**src/common/mps_pkg.sv**
```systemverilog
// Constants, register map, command bits and state types of the magnetizer pulse sequencer
package mps_pkg;

    // Clock rate in MHz, used to turn microsecond times into cycle counts
    localparam int CLK_MHZ = 200;

    // Times in microseconds
    localparam int T_RECHARGE_US = 50000;  // recharge_wait_time, reservoir recharge
    localparam int T_PULSE_US    = 1000;   // pulse_complete_time, forward or reverse pulse
    localparam int T_MEAS_BW0_US = 10000;  // measurement_time, bandwidth_select 00
    localparam int T_MEAS_BW1_US = 5000;   // measurement_time, bandwidth_select 01
    localparam int T_MEAS_BW2_US = 3000;   // measurement_time, bandwidth_select 10
    localparam int T_MEAS_BW3_US = 1500;   // measurement_time, bandwidth_select 11
    localparam int T_POWERUP_US  = 10000;  // powerup_wait_time, kept by the host

    // Cycle counts derived from the times, whole microseconds at an integer MHz rate
    localparam int RECHARGE_CYC = T_RECHARGE_US * CLK_MHZ;
    localparam int PULSE_CYC    = T_PULSE_US * CLK_MHZ;
    localparam int MEAS_BW0_CYC = T_MEAS_BW0_US * CLK_MHZ;
    localparam int MEAS_BW1_CYC = T_MEAS_BW1_US * CLK_MHZ;
    localparam int MEAS_BW2_CYC = T_MEAS_BW2_US * CLK_MHZ;
    localparam int MEAS_BW3_CYC = T_MEAS_BW3_US * CLK_MHZ;

    // Serial bus addressing
    localparam logic [3:0] ADDR_HIGH   = 4'h6;   // Fixed upper four address bits 0110
    localparam logic [2:0] ADDR_LOW_DF = 3'h0;   // Factory bits, arbitrary default
    localparam logic [3:0] BIT_COUNT_ACK = 4'h8; // Bit count at the ninth clock
    localparam logic [3:0] BIT_COUNT_END = 4'h9; // Bit count after the ninth clock

    // Register indexes
    localparam logic [7:0] REG_STATUS    = 8'h06;
    localparam logic [7:0] REG_MAIN_CTRL = 8'h07;

    // Field positions
    localparam int BIT_RECHARGE  = 7;
    localparam int BIT_REVERSE   = 6;
    localparam int BIT_FORWARD   = 5;
    localparam int BIT_TAKE_MEAS = 0;
    localparam int BIT_MEAS_DONE = 0;

    // Reset values
    localparam logic [7:0] CTRL_RESET   = 8'h00;
    localparam logic [7:0] STATUS_RESET = 8'h00;

    // Serial bus slave states
    typedef enum logic [4:0]
    {
        BUS_IDLE  = 5'b00001,
        BUS_ADDR  = 5'b00010,
        BUS_REG   = 5'b00100,
        BUS_WRITE = 5'b01000,
        BUS_READ  = 5'b10000
    } mps_bus_type;

    // Sequencer states
    typedef enum logic [4:0]
    {
        SEQ_IDLE     = 5'b00001,
        SEQ_RECHARGE = 5'b00010,
        SEQ_FORWARD  = 5'b00100,
        SEQ_REVERSE  = 5'b01000,
        SEQ_MEASURE  = 5'b10000
    } mps_seq_type;

endpackage

```
**src/rtl/mps_top.sv**
```systemverilog
// Serial register slave and conditioning pulse and measurement sequencer
`timescale 1ns/1ps
`default_nettype none
// What this block does
// RULE_01: Host sends start, address 0110xxx, write
// RULE_02: Device acknowledges address and index bytes
// RULE_03: Host selects main control register index 07
// RULE_04: Writing 80 recharges the pulse reservoir
// RULE_05: Host waits 50 ms before a pulse
// RULE_06: Writing 20 fires a forward pulse
// RULE_07: Writing 40 fires a reverse pulse
// RULE_08: Forward and reverse give opposite magnetization
// RULE_09: Host waits 1 ms after a pulse
// RULE_10: Host waits bandwidth dependent measurement time
// RULE_11: Host idles 10 ms after supply valid
// RULE_12: Host order: forward, measure, reverse, measure
// RULE_13: Host halves difference and sum for field
// RULE_14: Reverse step is optional for the host
// RULE_15: Writing 01 starts a three axis acquisition
// RULE_16: Status bit 0 flags data available
// RULE_17: Low power follows a finished acquisition
// RULE_18: Command bits clear themselves when done
module mps_top
#(
    parameter logic [2:0] ADDR_LOW     = mps_pkg::ADDR_LOW_DF,  // Factory address bits, arbitrary value
    parameter int         TMR_W        = 24,                    // Timer width
    parameter int         RECHARGE_CYC = mps_pkg::RECHARGE_CYC,
    // Pulse length follows the recharge length at the fixed ratio of the two wait times
    parameter int         PULSE_CYC    = RECHARGE_CYC / (mps_pkg::T_RECHARGE_US / mps_pkg::T_PULSE_US),
    parameter int         MEAS_BW0_CYC = mps_pkg::MEAS_BW0_CYC,
    parameter int         MEAS_BW1_CYC = mps_pkg::MEAS_BW1_CYC,
    parameter int         MEAS_BW2_CYC = mps_pkg::MEAS_BW2_CYC,
    parameter int         MEAS_BW3_CYC = mps_pkg::MEAS_BW3_CYC
)
(
    input  wire logic       SYS_CLK,           // System clock
    input  wire logic       SYS_RST,           // Synchronous reset
    input  wire logic       SCL_IN,            // Bus clock pin
    input  wire logic       SDA_IN,            // Bus data pin level
    output logic            SDA_OUT,           // Bus data drive value
    output logic            SDA_OE_N,          // Bus data drive enable
    input  wire logic [1:0] BANDWIDTH_SELECT,  // bandwidth_select
    output logic            RECHARGE_ACTIVE,   // Reservoir recharging
    output logic            FWD_PULSE,         // Forward pulse in progress
    output logic            REV_PULSE,         // Reverse pulse in progress
    output logic            MAG_POLARITY,      // Magnetization direction
    output logic            MEAS_ACTIVE,       // Acquisition running
    output logic            LOW_POWER          // Low power state
);
    import mps_pkg::*;

    // Pin synchronisers, filtered levels and their previous values
    logic [1:0]  s1_r, s2_r, s3_r;            // Three stage chains, bit 0 clock, bit 1 data
    logic [1:0]  flt_r, flt_nxt;              // Filtered pin levels
    logic [1:0]  prev_r;                      // Filtered levels one cycle earlier
    logic        scl_f, sda_f;                // Filtered clock and data
    logic        scl_rise, scl_fall;          // Bus clock edges
    logic        start_det, stop_det;         // Bus conditions

    // Bus slave state
    mps_bus_type bus_r, bus_nxt;              // Slave state
    logic [3:0]  cnt_r, cnt_nxt;              // Rising edges seen in this byte
    logic [7:0]  shift_r, shift_nxt;          // Received byte
    logic [7:0]  tx_r, tx_nxt;                // Byte being sent
    logic [7:0]  ptr_r, ptr_nxt;              // Register index
    logic        ack_r, ack_nxt;              // Driving an acknowledge
    logic        nack_r, nack_nxt;            // Master declined the last byte
    logic        wr_stb;                      // Register write in this cycle

    // Registers and sequencer state
    logic [7:0]  ctrl_r, ctrl_nxt;            // main_control
    logic [7:0]  clr;                         // Command bits finishing now
    logic        done_r, done_nxt;            // Data available flag
    logic        pol_r, pol_nxt;              // Magnetization direction
    mps_seq_type seq_r, seq_nxt;              // Sequencer state
    logic [TMR_W-1:0] tmr_r, tmr_nxt;         // Action timer
    logic [7:0]  status;                      // Status register image

    // Each pin passes three flops; the level moves once stages two and three agree
    for (genvar i = 0; i < 2; i++)
    begin : g_sync
        always_comb
        begin
            flt_nxt[i] = (s2_r[i] == s3_r[i]) ? s3_r[i] : flt_r[i];
        end
    end

    // Synchroniser and filter registers
    always_ff @(posedge SYS_CLK)
    begin
        if (SYS_RST)
        begin
            s1_r   <= 2'h3;
            s2_r   <= 2'h3;
            s3_r   <= 2'h3;
            flt_r  <= 2'h3;
            prev_r <= 2'h3;
        end
        else
        begin
            s1_r   <= {SDA_IN, SCL_IN};
            s2_r   <= s1_r;
            s3_r   <= s2_r;
            flt_r  <= flt_nxt;
            prev_r <= flt_r;
        end
    end

    // Edges and bus conditions from the filtered levels
    assign scl_f     = flt_r[0];
    assign sda_f     = flt_r[1];
    assign scl_rise  = scl_f & ~prev_r[0];
    assign scl_fall  = ~scl_f & prev_r[0];
    assign start_det = scl_f & prev_r[0] & prev_r[1] & ~sda_f;
    assign stop_det  = scl_f & prev_r[0] & ~prev_r[1] & sda_f;

    // Status image: data available in bit 0, other bits zero
    always_comb
    begin
        status                = STATUS_RESET;
        status[BIT_MEAS_DONE] = done_r;  // see RULE_16
    end

    // Read data decode by register index
    function automatic logic [7:0] rd_data(input logic [7:0] idx);
        logic [7:0] val;
        val = 8'h00;
        if (idx == REG_STATUS)
            val = status;
        else if (idx == REG_MAIN_CTRL)
            val = ctrl_r;
        else
            val = 8'h00;
        return val;
    endfunction

    // Bus slave next state
    always_comb
    begin
        bus_nxt   = bus_r;
        cnt_nxt   = cnt_r;
        shift_nxt = shift_r;
        tx_nxt    = tx_r;
        ptr_nxt   = ptr_r;
        ack_nxt   = ack_r;
        nack_nxt  = nack_r;
        wr_stb    = 1'b0;
        if (start_det)
        begin
            // Start or repeated start: expect an address byte
            bus_nxt = BUS_ADDR;
            cnt_nxt = 4'h0;
            ack_nxt = 1'b0;
        end
        else if (stop_det)
        begin
            // Stop: release the bus
            bus_nxt = BUS_IDLE;
            cnt_nxt = 4'h0;
            ack_nxt = 1'b0;
        end
        else if (bus_r != BUS_IDLE)
        begin
            if (scl_rise)
            begin
                // Sample a data bit, or the master's answer on the ninth clock
                if (cnt_r < BIT_COUNT_ACK)
                    shift_nxt = {shift_r[6:0], sda_f};
                else
                    nack_nxt = sda_f;
                cnt_nxt = 4'(cnt_r + 4'h1);
            end
            else if (scl_fall)
            begin
                if (cnt_r == BIT_COUNT_ACK)
                begin
                    // Byte complete: acknowledge what belongs to us
                    case (bus_r)
                        BUS_ADDR:
                        begin
                            if (shift_r[7:1] == {ADDR_HIGH, ADDR_LOW})
                                ack_nxt = 1'b1;  // see RULE_02
                            else
                                bus_nxt = BUS_IDLE;
                        end
                        BUS_REG:
                        begin
                            ptr_nxt = shift_r;
                            ack_nxt = 1'b1;  // see RULE_02
                        end
                        BUS_WRITE:
                        begin
                            wr_stb  = 1'b1;
                            ack_nxt = 1'b1;
                        end
                        BUS_READ:
                        begin
                            // Last data bit over: let go for the master's answer
                            tx_nxt = 8'hFF;
                        end
                        default:
                        begin
                            ack_nxt = 1'b0;
                        end
                    endcase
                end
                else if (cnt_r == BIT_COUNT_END)
                begin
                    // Ninth clock over: release and move on
                    ack_nxt = 1'b0;
                    cnt_nxt = 4'h0;
                    case (bus_r)
                        BUS_ADDR:
                        begin
                            if (shift_r[0])
                            begin
                                bus_nxt = BUS_READ;
                                tx_nxt  = rd_data(ptr_r);
                            end
                            else
                                bus_nxt = BUS_REG;
                        end
                        BUS_REG:
                            bus_nxt = BUS_WRITE;
                        BUS_WRITE:
                            ptr_nxt = 8'(ptr_r + 8'h01);
                        BUS_READ:
                        begin
                            if (nack_r)
                                bus_nxt = BUS_IDLE;
                            else
                            begin
                                ptr_nxt = 8'(ptr_r + 8'h01);
                                tx_nxt  = rd_data(8'(ptr_r + 8'h01));
                            end
                        end
                        default:
                            bus_nxt = BUS_IDLE;
                    endcase
                end
                else if (bus_r == BUS_READ && cnt_r != 4'h0)
                    tx_nxt = {tx_r[6:0], 1'b0};  // Present the next bit
            end
        end
    end

    // Bus slave registers
    always_ff @(posedge SYS_CLK)
    begin
        if (SYS_RST)
        begin
            bus_r   <= BUS_IDLE;
            cnt_r   <= 4'h0;
            shift_r <= 8'h00;
            tx_r    <= 8'h00;
            ptr_r   <= 8'h00;
            ack_r   <= 1'b0;
            nack_r  <= 1'b0;
        end
        else
        begin
            bus_r   <= bus_nxt;
            cnt_r   <= cnt_nxt;
            shift_r <= shift_nxt;
            tx_r    <= tx_nxt;
            ptr_r   <= ptr_nxt;
            ack_r   <= ack_nxt;
            nack_r  <= nack_nxt;
        end
    end

    // Open drain data: only ever pulled low
    assign SDA_OUT  = 1'b0;
    // Read bits stand until the fall that ends the eighth clock
    assign SDA_OE_N = ~(ack_r | (bus_r == BUS_READ && cnt_r <= BIT_COUNT_ACK && !tx_r[7]));

    // Sequencer next state: one action at a time, recharge first
    always_comb
    begin
        seq_nxt  = seq_r;
        tmr_nxt  = tmr_r;
        pol_nxt  = pol_r;
        done_nxt = done_r;
        clr      = 8'h00;
        case (seq_r)
            SEQ_IDLE:
            begin
                if (ctrl_r[BIT_RECHARGE])
                begin
                    seq_nxt = SEQ_RECHARGE;  // see RULE_04
                    tmr_nxt = TMR_W'(RECHARGE_CYC - 1);
                end
                else if (ctrl_r[BIT_FORWARD])
                begin
                    seq_nxt = SEQ_FORWARD;  // see RULE_06
                    pol_nxt = 1'b1;         // see RULE_08
                    tmr_nxt = TMR_W'(PULSE_CYC - 1);
                end
                else if (ctrl_r[BIT_REVERSE])
                begin
                    seq_nxt = SEQ_REVERSE;  // see RULE_07
                    pol_nxt = 1'b0;         // see RULE_08
                    tmr_nxt = TMR_W'(PULSE_CYC - 1);
                end
                else if (ctrl_r[BIT_TAKE_MEAS])
                begin
                    seq_nxt  = SEQ_MEASURE;  // see RULE_15
                    done_nxt = 1'b0;
                    case (BANDWIDTH_SELECT)
                        2'h0:    tmr_nxt = TMR_W'(MEAS_BW0_CYC - 1);
                        2'h1:    tmr_nxt = TMR_W'(MEAS_BW1_CYC - 1);
                        2'h2:    tmr_nxt = TMR_W'(MEAS_BW2_CYC - 1);
                        default: tmr_nxt = TMR_W'(MEAS_BW3_CYC - 1);
                    endcase
                end
            end
            default:
            begin
                if (tmr_r == '0)
                begin
                    // Action over: drop its command bit and go back to low power
                    seq_nxt = SEQ_IDLE;  // see RULE_17
                    case (seq_r)
                        SEQ_RECHARGE: clr[BIT_RECHARGE] = 1'b1;  // see RULE_18
                        SEQ_FORWARD:  clr[BIT_FORWARD]  = 1'b1;  // see RULE_18
                        SEQ_REVERSE:  clr[BIT_REVERSE]  = 1'b1;  // see RULE_18
                        default:
                        begin
                            clr[BIT_TAKE_MEAS] = 1'b1;  // see RULE_18
                            done_nxt           = 1'b1;  // see RULE_16
                        end
                    endcase
                end
                else
                    tmr_nxt = TMR_W'(tmr_r - 1'b1);
            end
        endcase
        // A host write in the finishing cycle wins over the self clear
        if (wr_stb && ptr_r == REG_MAIN_CTRL)
            ctrl_nxt = shift_r;
        else
            ctrl_nxt = ctrl_r & ~clr;
    end

    // Sequencer and register file registers
    always_ff @(posedge SYS_CLK)
    begin
        if (SYS_RST)
        begin
            seq_r  <= SEQ_IDLE;
            tmr_r  <= '0;
            pol_r  <= 1'b0;
            done_r <= 1'b0;
            ctrl_r <= CTRL_RESET;
        end
        else
        begin
            seq_r  <= seq_nxt;
            tmr_r  <= tmr_nxt;
            pol_r  <= pol_nxt;
            done_r <= done_nxt;
            ctrl_r <= ctrl_nxt;
        end
    end

    // Status outputs straight from the sequencer flops
    assign RECHARGE_ACTIVE = (seq_r == SEQ_RECHARGE);
    assign FWD_PULSE       = (seq_r == SEQ_FORWARD);
    assign REV_PULSE       = (seq_r == SEQ_REVERSE);
    assign MEAS_ACTIVE     = (seq_r == SEQ_MEASURE);
    assign LOW_POWER       = (seq_r == SEQ_IDLE);
    assign MAG_POLARITY    = pol_r;
endmodule // mps_top
`default_nettype wire

```
**config.mk**
```make
export PLATFORM = sky130hd
export DESIGN_NAME = mps_top
export DESIGN_NICKNAME = d
export VERILOG_FILES = /design/src/common/mps_pkg.sv /design/src/rtl/mps_top.sv
export SDC_FILE = /design/constraint.sdc
export NUM_CORES = 1
export LEC_CHECK = 0
export BUFFER_PORTS_ARGS = -buffer_cell sky130_fd_sc_hd__buf_2
export CAP_MARGIN = 20
export CORE_UTILIZATION = 40
export CTS_CLUSTER_DIAMETER = 200
export DETAILED_ROUTE_END_ITERATION = 6
export PLACE_DENSITY_LB_ADDON = 0.3
export SLEW_MARGIN = 20
export SYNTH_ARGS = -nofsm -noshare
export SYNTH_HDL_FRONTEND = slang
export SYNTH_SLANG_ARGS = --single-unit
```
**constraint.sdc**
```tcl
create_clock -name SYS_CLK -period 6.5 [get_ports SYS_CLK]
set_clock_uncertainty 0.2 [all_clocks]
set_input_delay 0.325 -clock SYS_CLK [delete_from_list [all_inputs] [get_ports SYS_CLK]]
set_output_delay 0.325 -clock SYS_CLK [all_outputs]
set_load 0.02 [all_outputs]
```
**Word-level counts from Yosys, hierarchy flattened**

Cells that the tools add are included.

- Order comparisons: 2
- Mux-type cells: 74
- Reductions and logical operators: 33
- Equality and inequality tests: 46
- Bitwise operators: 20
- Add/subtract/negate cells: 3

Operators with widths:

| kind | number |
|---|---|
| $mux W24 | 6 |
| $mux W8 | 15 |
| $pmux W21 S3 | 1 |
| $mux W5 | 12 |
| $eq A8 B3 Y1 const B | 4 |
| $pmux W8 S2 | 2 |
| $mux W1 | 25 |
| $logic_not A24 Y1 | 1 |
| $sub A24 B1 Y24 const B | 1 |
| $pmux W5 S4 | 1 |
| $mux W4 | 4 |
| $ne A2 B2 Y1 const B | 8 |
| $ne A4 B4 Y1 const B | 4 |
| $reduce_and A8 Y1 | 2 |
| $reduce_and A6 Y1 | 2 |
| $reduce_bool A3 Y1 | 4 |
| $eq A5 B2 Y1 const B | 2 |
| $eq A5 B3 Y1 const B | 2 |
| $eq A5 B4 Y1 const B | 2 |
| $eq A5 B5 Y1 const B | 2 |
| $mux W2 | 5 |
| $ne A2 B1 Y1 const B | 5 |
| $ne A5 B1 Y1 const B | 2 |
| $not A1 Y1 | 10 |
| 33 further kinds | 56 |

- Flip-flop bits (word level): 84
- Word-level logic and storage cells: 197
- Input bits: 6

**Logic depth before layout (Yosys ltp)**

- Word-level depth: 10
- Gate-level depth with buffers: 10
- Gate-level depth less buffers: 7

**Least setup slack after synthesis**

Ideal clock, no wire load.

- Kind: register to register
- Start point: register prev_r[0]
- End point: register ctrl_r[1]
- Buffers on the path: 2
- Path slack: 4.284 ns
- Stages on the path, launching flop included: 10
- Required time: 6.172 ns
- Arrival time: 1.888 ns
- Cells stage by stage: dfxtp_1 -> inv_1 -> ha_1 -> clkbuf_1 -> nand2b_1 -> a221oi_4 -> and4_1 -> buf_4 -> mux2i_1 -> nor2_1

- Longest elaborated chain between the ends: 8
- Elaborated cells on any way between the ends: 15
- Classes of those cells: 6 x mux; 8 x bitwise; 1 x reduce/logical

RTL lines:

| item | line | text |
|---|---|---|
| start: declaration | mps_top.sv:55 | `logic [1:0] prev_r;` |
| start signal: assignment | mps_top.sv:105 | `prev_r <= flt_r;` |
| $and A1 B1 Y1 or $not A1 Y1 (tied branches) | mps_top.sv:113, mps_top.sv:112 |  |
| $mux W1 or $and A1 B1 Y1 (tied branches) | mps_top.sv:173, mps_top.sv:112 |  |
| $mux W1 | mps_top.sv:164 | `if (scl_rise)` |
| $mux W1 | mps_top.sv:162 | `else if (bus_r != BUS_IDLE)` |
| $mux W1 | mps_top.sv:155 | `else if (stop_det)` |
| $mux W1 (*) | mps_top.sv:148 | `if (start_det)` |
| $logic_and A1 B1 Y1 (*) | mps_top.sv:339 | `if (wr_stb && ptr_r == REG_MAIN_CTRL)` |
| $mux W8 (*) | mps_top.sv:339 |  |
| end signal: assignment | mps_top.sv:362 | `ctrl_r <= ctrl_nxt;` |
| end: declaration | mps_top.sv:71 | `logic [7:0] ctrl_r, ctrl_nxt;` |

Every way passes the cells marked *; elsewhere a longest branch is shown, timed or not.
A chain may end at the register's enable or synchronous reset.

**Worst setup path in the final report**

- Start point: register seq_r[2]
- End point: register tmr_r[11]

- Longest elaborated chain between the ends: 3
- Elaborated cells on any way between the ends: 5
- Classes of those cells: 3 x eq/ne; 1 x mux; 1 x reduce/logical

RTL lines:

| item | line | text |
|---|---|---|
| start: declaration | mps_top.sv:75 | `mps_seq_type seq_r, seq_nxt;` |
| start signal: assignment | mps_top.sv:358 | `seq_r <= seq_nxt;` |
| $eq A5 B1 Y1 (*) | mps_top.sv:285 | `case (seq_r)` |
| $ne A5 B1 Y1 (no line) or $ne A2 B2 Y1 (tied branches) | - |  |
| $reduce_and A2 Y1 (no line) | - |  |
| end signal: assignment | mps_top.sv:359 | `tmr_r <= tmr_nxt;` |
| end: declaration | mps_top.sv:76 | `logic [TMR_W-1:0] tmr_r, tmr_nxt;` |

Marked as above.

==> results.sh <==
export IMPL_cts_made_buffers=9
export IMPL_worstHoldStart="s1_r[1]"
export IMPL_whs_ns=0.216
export IMPL_drt_wl_total_um=14300
export IMPL_clock_fmax_mhz=345
export IMPL_end_kind="flop"
export IMPL_postCtsSetupRepairBufs=0
export IMPL_core_area_um2=12700
export IMPL_synth_cell_types=90
export IMPL_die_h_um=117
export IMPL_rrSetupSlack_ns=3.60
export IMPL_crit_fanout=21
export IMPL_hold_viol_final=0
export IMPL_synth_edf_count=0
export IMPL_post_cts_resized=0
export IMPL_syn_area_um2=5270
export IMPL_firstDrtPassIters=5
export IMPL_initial_core_util=0.414
export IMPL_power_density_nw_per_um2=195
export IMPL_reg2reg_from="seq_r[2]"
export IMPL_ios=14
export IMPL_port_buffers=12
export IMPL_leakagePower_nw=2.05
export IMPL_insertion_delay_ns=0.34
export IMPL_pwr_share_comb=0.026
export IMPL_antenna_cells=0
export IMPL_swShare=0.216
export IMPL_power_internal_w=0.000874
export IMPL_synth_ff_type="dfxtp_1"
export IMPL_hold_depth=1
export IMPL_grt_ovfl_total=0
export IMPL_start_kind="flop"
export IMPL_die_x_um=117
export IMPL_synth_ff_latch_count=84
export IMPL_cts_max_level=3
export IMPL_layout_min_cycle_time_ns=2.90
export IMPL_die_area_um2=13600
export IMPL_yosysTopAreaCell="dfxtp_1"
export IMPL_hpwlAfterDp_um=9920
export IMPL_detail_route_wl_per_cell_um=17.8
export IMPL_clk_pin_slew_ns=0.07
export IMPL_ys_warnings_count=0
export IMPL_synthArstFlopShare=0
export IMPL_cts_root_buf="clkbuf_16"
export IMPL_grt_pass1_wl_um=23400
export IMPL_rr_worst_depth=6
export IMPL_min_path_type="reg -> reg"
export IMPL_path_class="reg -> reg"
export IMPL_routabilityCongestion=0.897
export IMPL_syn_nets=659
export IMPL_seq_area_frac_synth=0.319
export IMPL_drv_slew=0
export IMPL_drc=0
export IMPL_rsz0062_at_grt="no"
export IMPL_fin_crit_sh=0.446
export IMPL_reg2reg_to="tmr_r[11]"
export IMPL_cts_sinks=84
export IMPL_avgSynthCellArea_um2=8.31
export IMPL_synth_area_leaders="dfxtp_1 32%, nor2_1 4.7%, ha_1 4.5%"
export IMPL_maxSlewHeadroom=0.415
export IMPL_synthCells=634
export IMPL_cts_tree="built"
export IMPL_pwr_share_seq=0.463
export IMPL_vias=4939
export IMPL_drv_cap=0
export IMPL_area_delta_synth_final_pct=8.79
export IMPL_viasPerCell=6.17
export IMPL_yosysTopAreaCellShare=0.319
export IMPL_grt_pass1_vias=4740
export IMPL_arrival_ns=2.93
export IMPL_tightest_slew_ns=0.878
export IMPL_hold_buffers=2
export IMPL_tns_ns=0
export IMPL_fin_util=0.450
export IMPL_first_iter_violations=503
export IMPL_grt_max_degree=62
export IMPL_p_sw_w=0.000241
export IMPL_track_usage=0.219
export IMPL_cts_buffer_depth=2
export IMPL_antenna_found_initial=0
export IMPL_ant_nets=0
export IMPL_setup_viol=0
export IMPL_num_rows=41
export IMPL_crit_start="seq_r[2]"
export IMPL_drive_gt1_frac=0.110
export IMPL_status="finished clean"
export IMPL_power_frac_clock=0.510
export IMPL_fin_nets=649
export IMPL_peakVddDrop_mv=0.135
export IMPL_worstPathRequired_ns=6.54
export IMPL_hold_path_end="s2_r[1]"
worst max-delay path by stage:
stage,to,cells past startpoint
after floorplan,ctrl_r[1],9
after global placement,tx_r[4],5
after detailed placement,tx_r[5],5
after CTS,tmr_r[11],6
after global routing,ctrl_r[3],7
final,tmr_r[11],6
cell usage after synthesis (6+ instances only):
cell,number
nand3b_1,7
nand2_1,52
nor2_1,66
nor4_1,13
nor2b_1,8
o21ai_0,25
nand3_1,24
o32ai_1,9
mux2i_1,14
nor3_1,15
buf_4,6
o311ai_0,6
dfxtp_1,84
a31o_1,7
ha_1,19
and3_1,7
inv_1,22
clkbuf_1,20
nand4_1,9
or2_2,9
o31ai_1,8
a211oi_1,9
buf_2,8
a31oi_1,8
nand2b_1,7
a21oi_1,44
placed cells by master (no fill, tap or decap), types with 4 or more instances in the layout:
cell type,instances
a211oi_1,9
a21oi_1,44
a31o_1,7
a31oi_1,8
a32o_1,5
a32oi_1,5
and2_1,5
and3_1,7
and4_1,4
buf_2,12
clkbuf_16,9
dfxtp_1,84
ha_1,19
inv_1,22
mux2i_1,14
nand2_1,52
nand2b_1,7
nand3_1,24
nand3b_1,7
nand4_1,9
nand4b_1,5
nor2_1,66
nor2b_1,8
nor3_1,15
nor3_2,4
nor4_1,13
nor4_4,5
nor4b_1,4
o211ai_1,4
o21a_1,5
o21ai_0,25
o311ai_0,6
o31ai_1,8
o32ai_1,9
or2_2,9
or3_1,4
or4_1,4
xor2_1,5
flip-flops by register name (all words and copies together), names as in the netlist, 2 cells and up:
register  flops
bus_r         5
cnt_r         4
ctrl_r        8
flt_r         2
prev_r        2
ptr_r         8
s1_r          2
s2_r          2
s3_r          2
seq_r         5
shift_r       8
tmr_r        24
tx_r          8
final cells by class:
cell class / instances / area, µm²
Inverter: 23 / 86.3
Clock inverter: 5 / 85.1
Clock buffer: 11 / 243
Fill cell: 1314 / 6990
Timing Repair Buffer: 17 / 123
Sequential cell: 84 / 1680
Tap cell: 172 / 215
Multi-Input combinational cell: 489 / 3300
per-stage QoR:
step,total power [W],std cells,cell area [µm²],setup slack [ns]
after floorplan,0.000547,634,5270,4.28
final,0.00112,801,5730,3.60
after global placement,0.000554,782,5360,3.45
after global routing,0.00114,801,5730,3.42
after detailed placement,0.000554,782,5360,3.31
after CTS,0.00112,800,5700,3.63
critical path, stage by stage, from the launching register on:
cell and delay (ns):
dfxtp_1 0.43, nor3_2 0.10, nand2_2 0.31, inv_1 0.45
nor4_4 0.80, nor2_1 0.22, a32o_1 0.26
power by group through the flow:
stage | clock network (W) | registers (W) | logic, W
2_1_floorplan | 0 | 0.000528 | 0.0000189
3_3_place_gp | 0 | 0.000528 | 0.0000252
3_5_place_dp | 0 | 0.000528 | 0.0000260
4_1_cts | 0.000576 | 0.000517 | 0.0000271
5_1_grt | 0.000593 | 0.000517 | 0.0000317
6_report | 0.000569 | 0.000517 | 0.0000293
logic make-up after synthesis:
group,count (synthesis),synth area share
AOI/OAI and AO/OA,179,0.247
and+or+nand+nor,270,0.296
DFF,84,0.319
other,1,0.000712
buffers and inverters,61,0.0549
adders and majority gates,19,0.0451
xor gates and xnor gates,6,0.00998
muxes,14,0.0266
metal layers:
layer,up-vias,part of all wire,GRT usage
li1,2371,-,-
met1,2424,0.45,0.269
met2,121,0.49,0.383
met3,23,0.046,0.0405
met4,0,0.020,0.0768
met5,-,0,0
(Power assumes the default switching activity.)
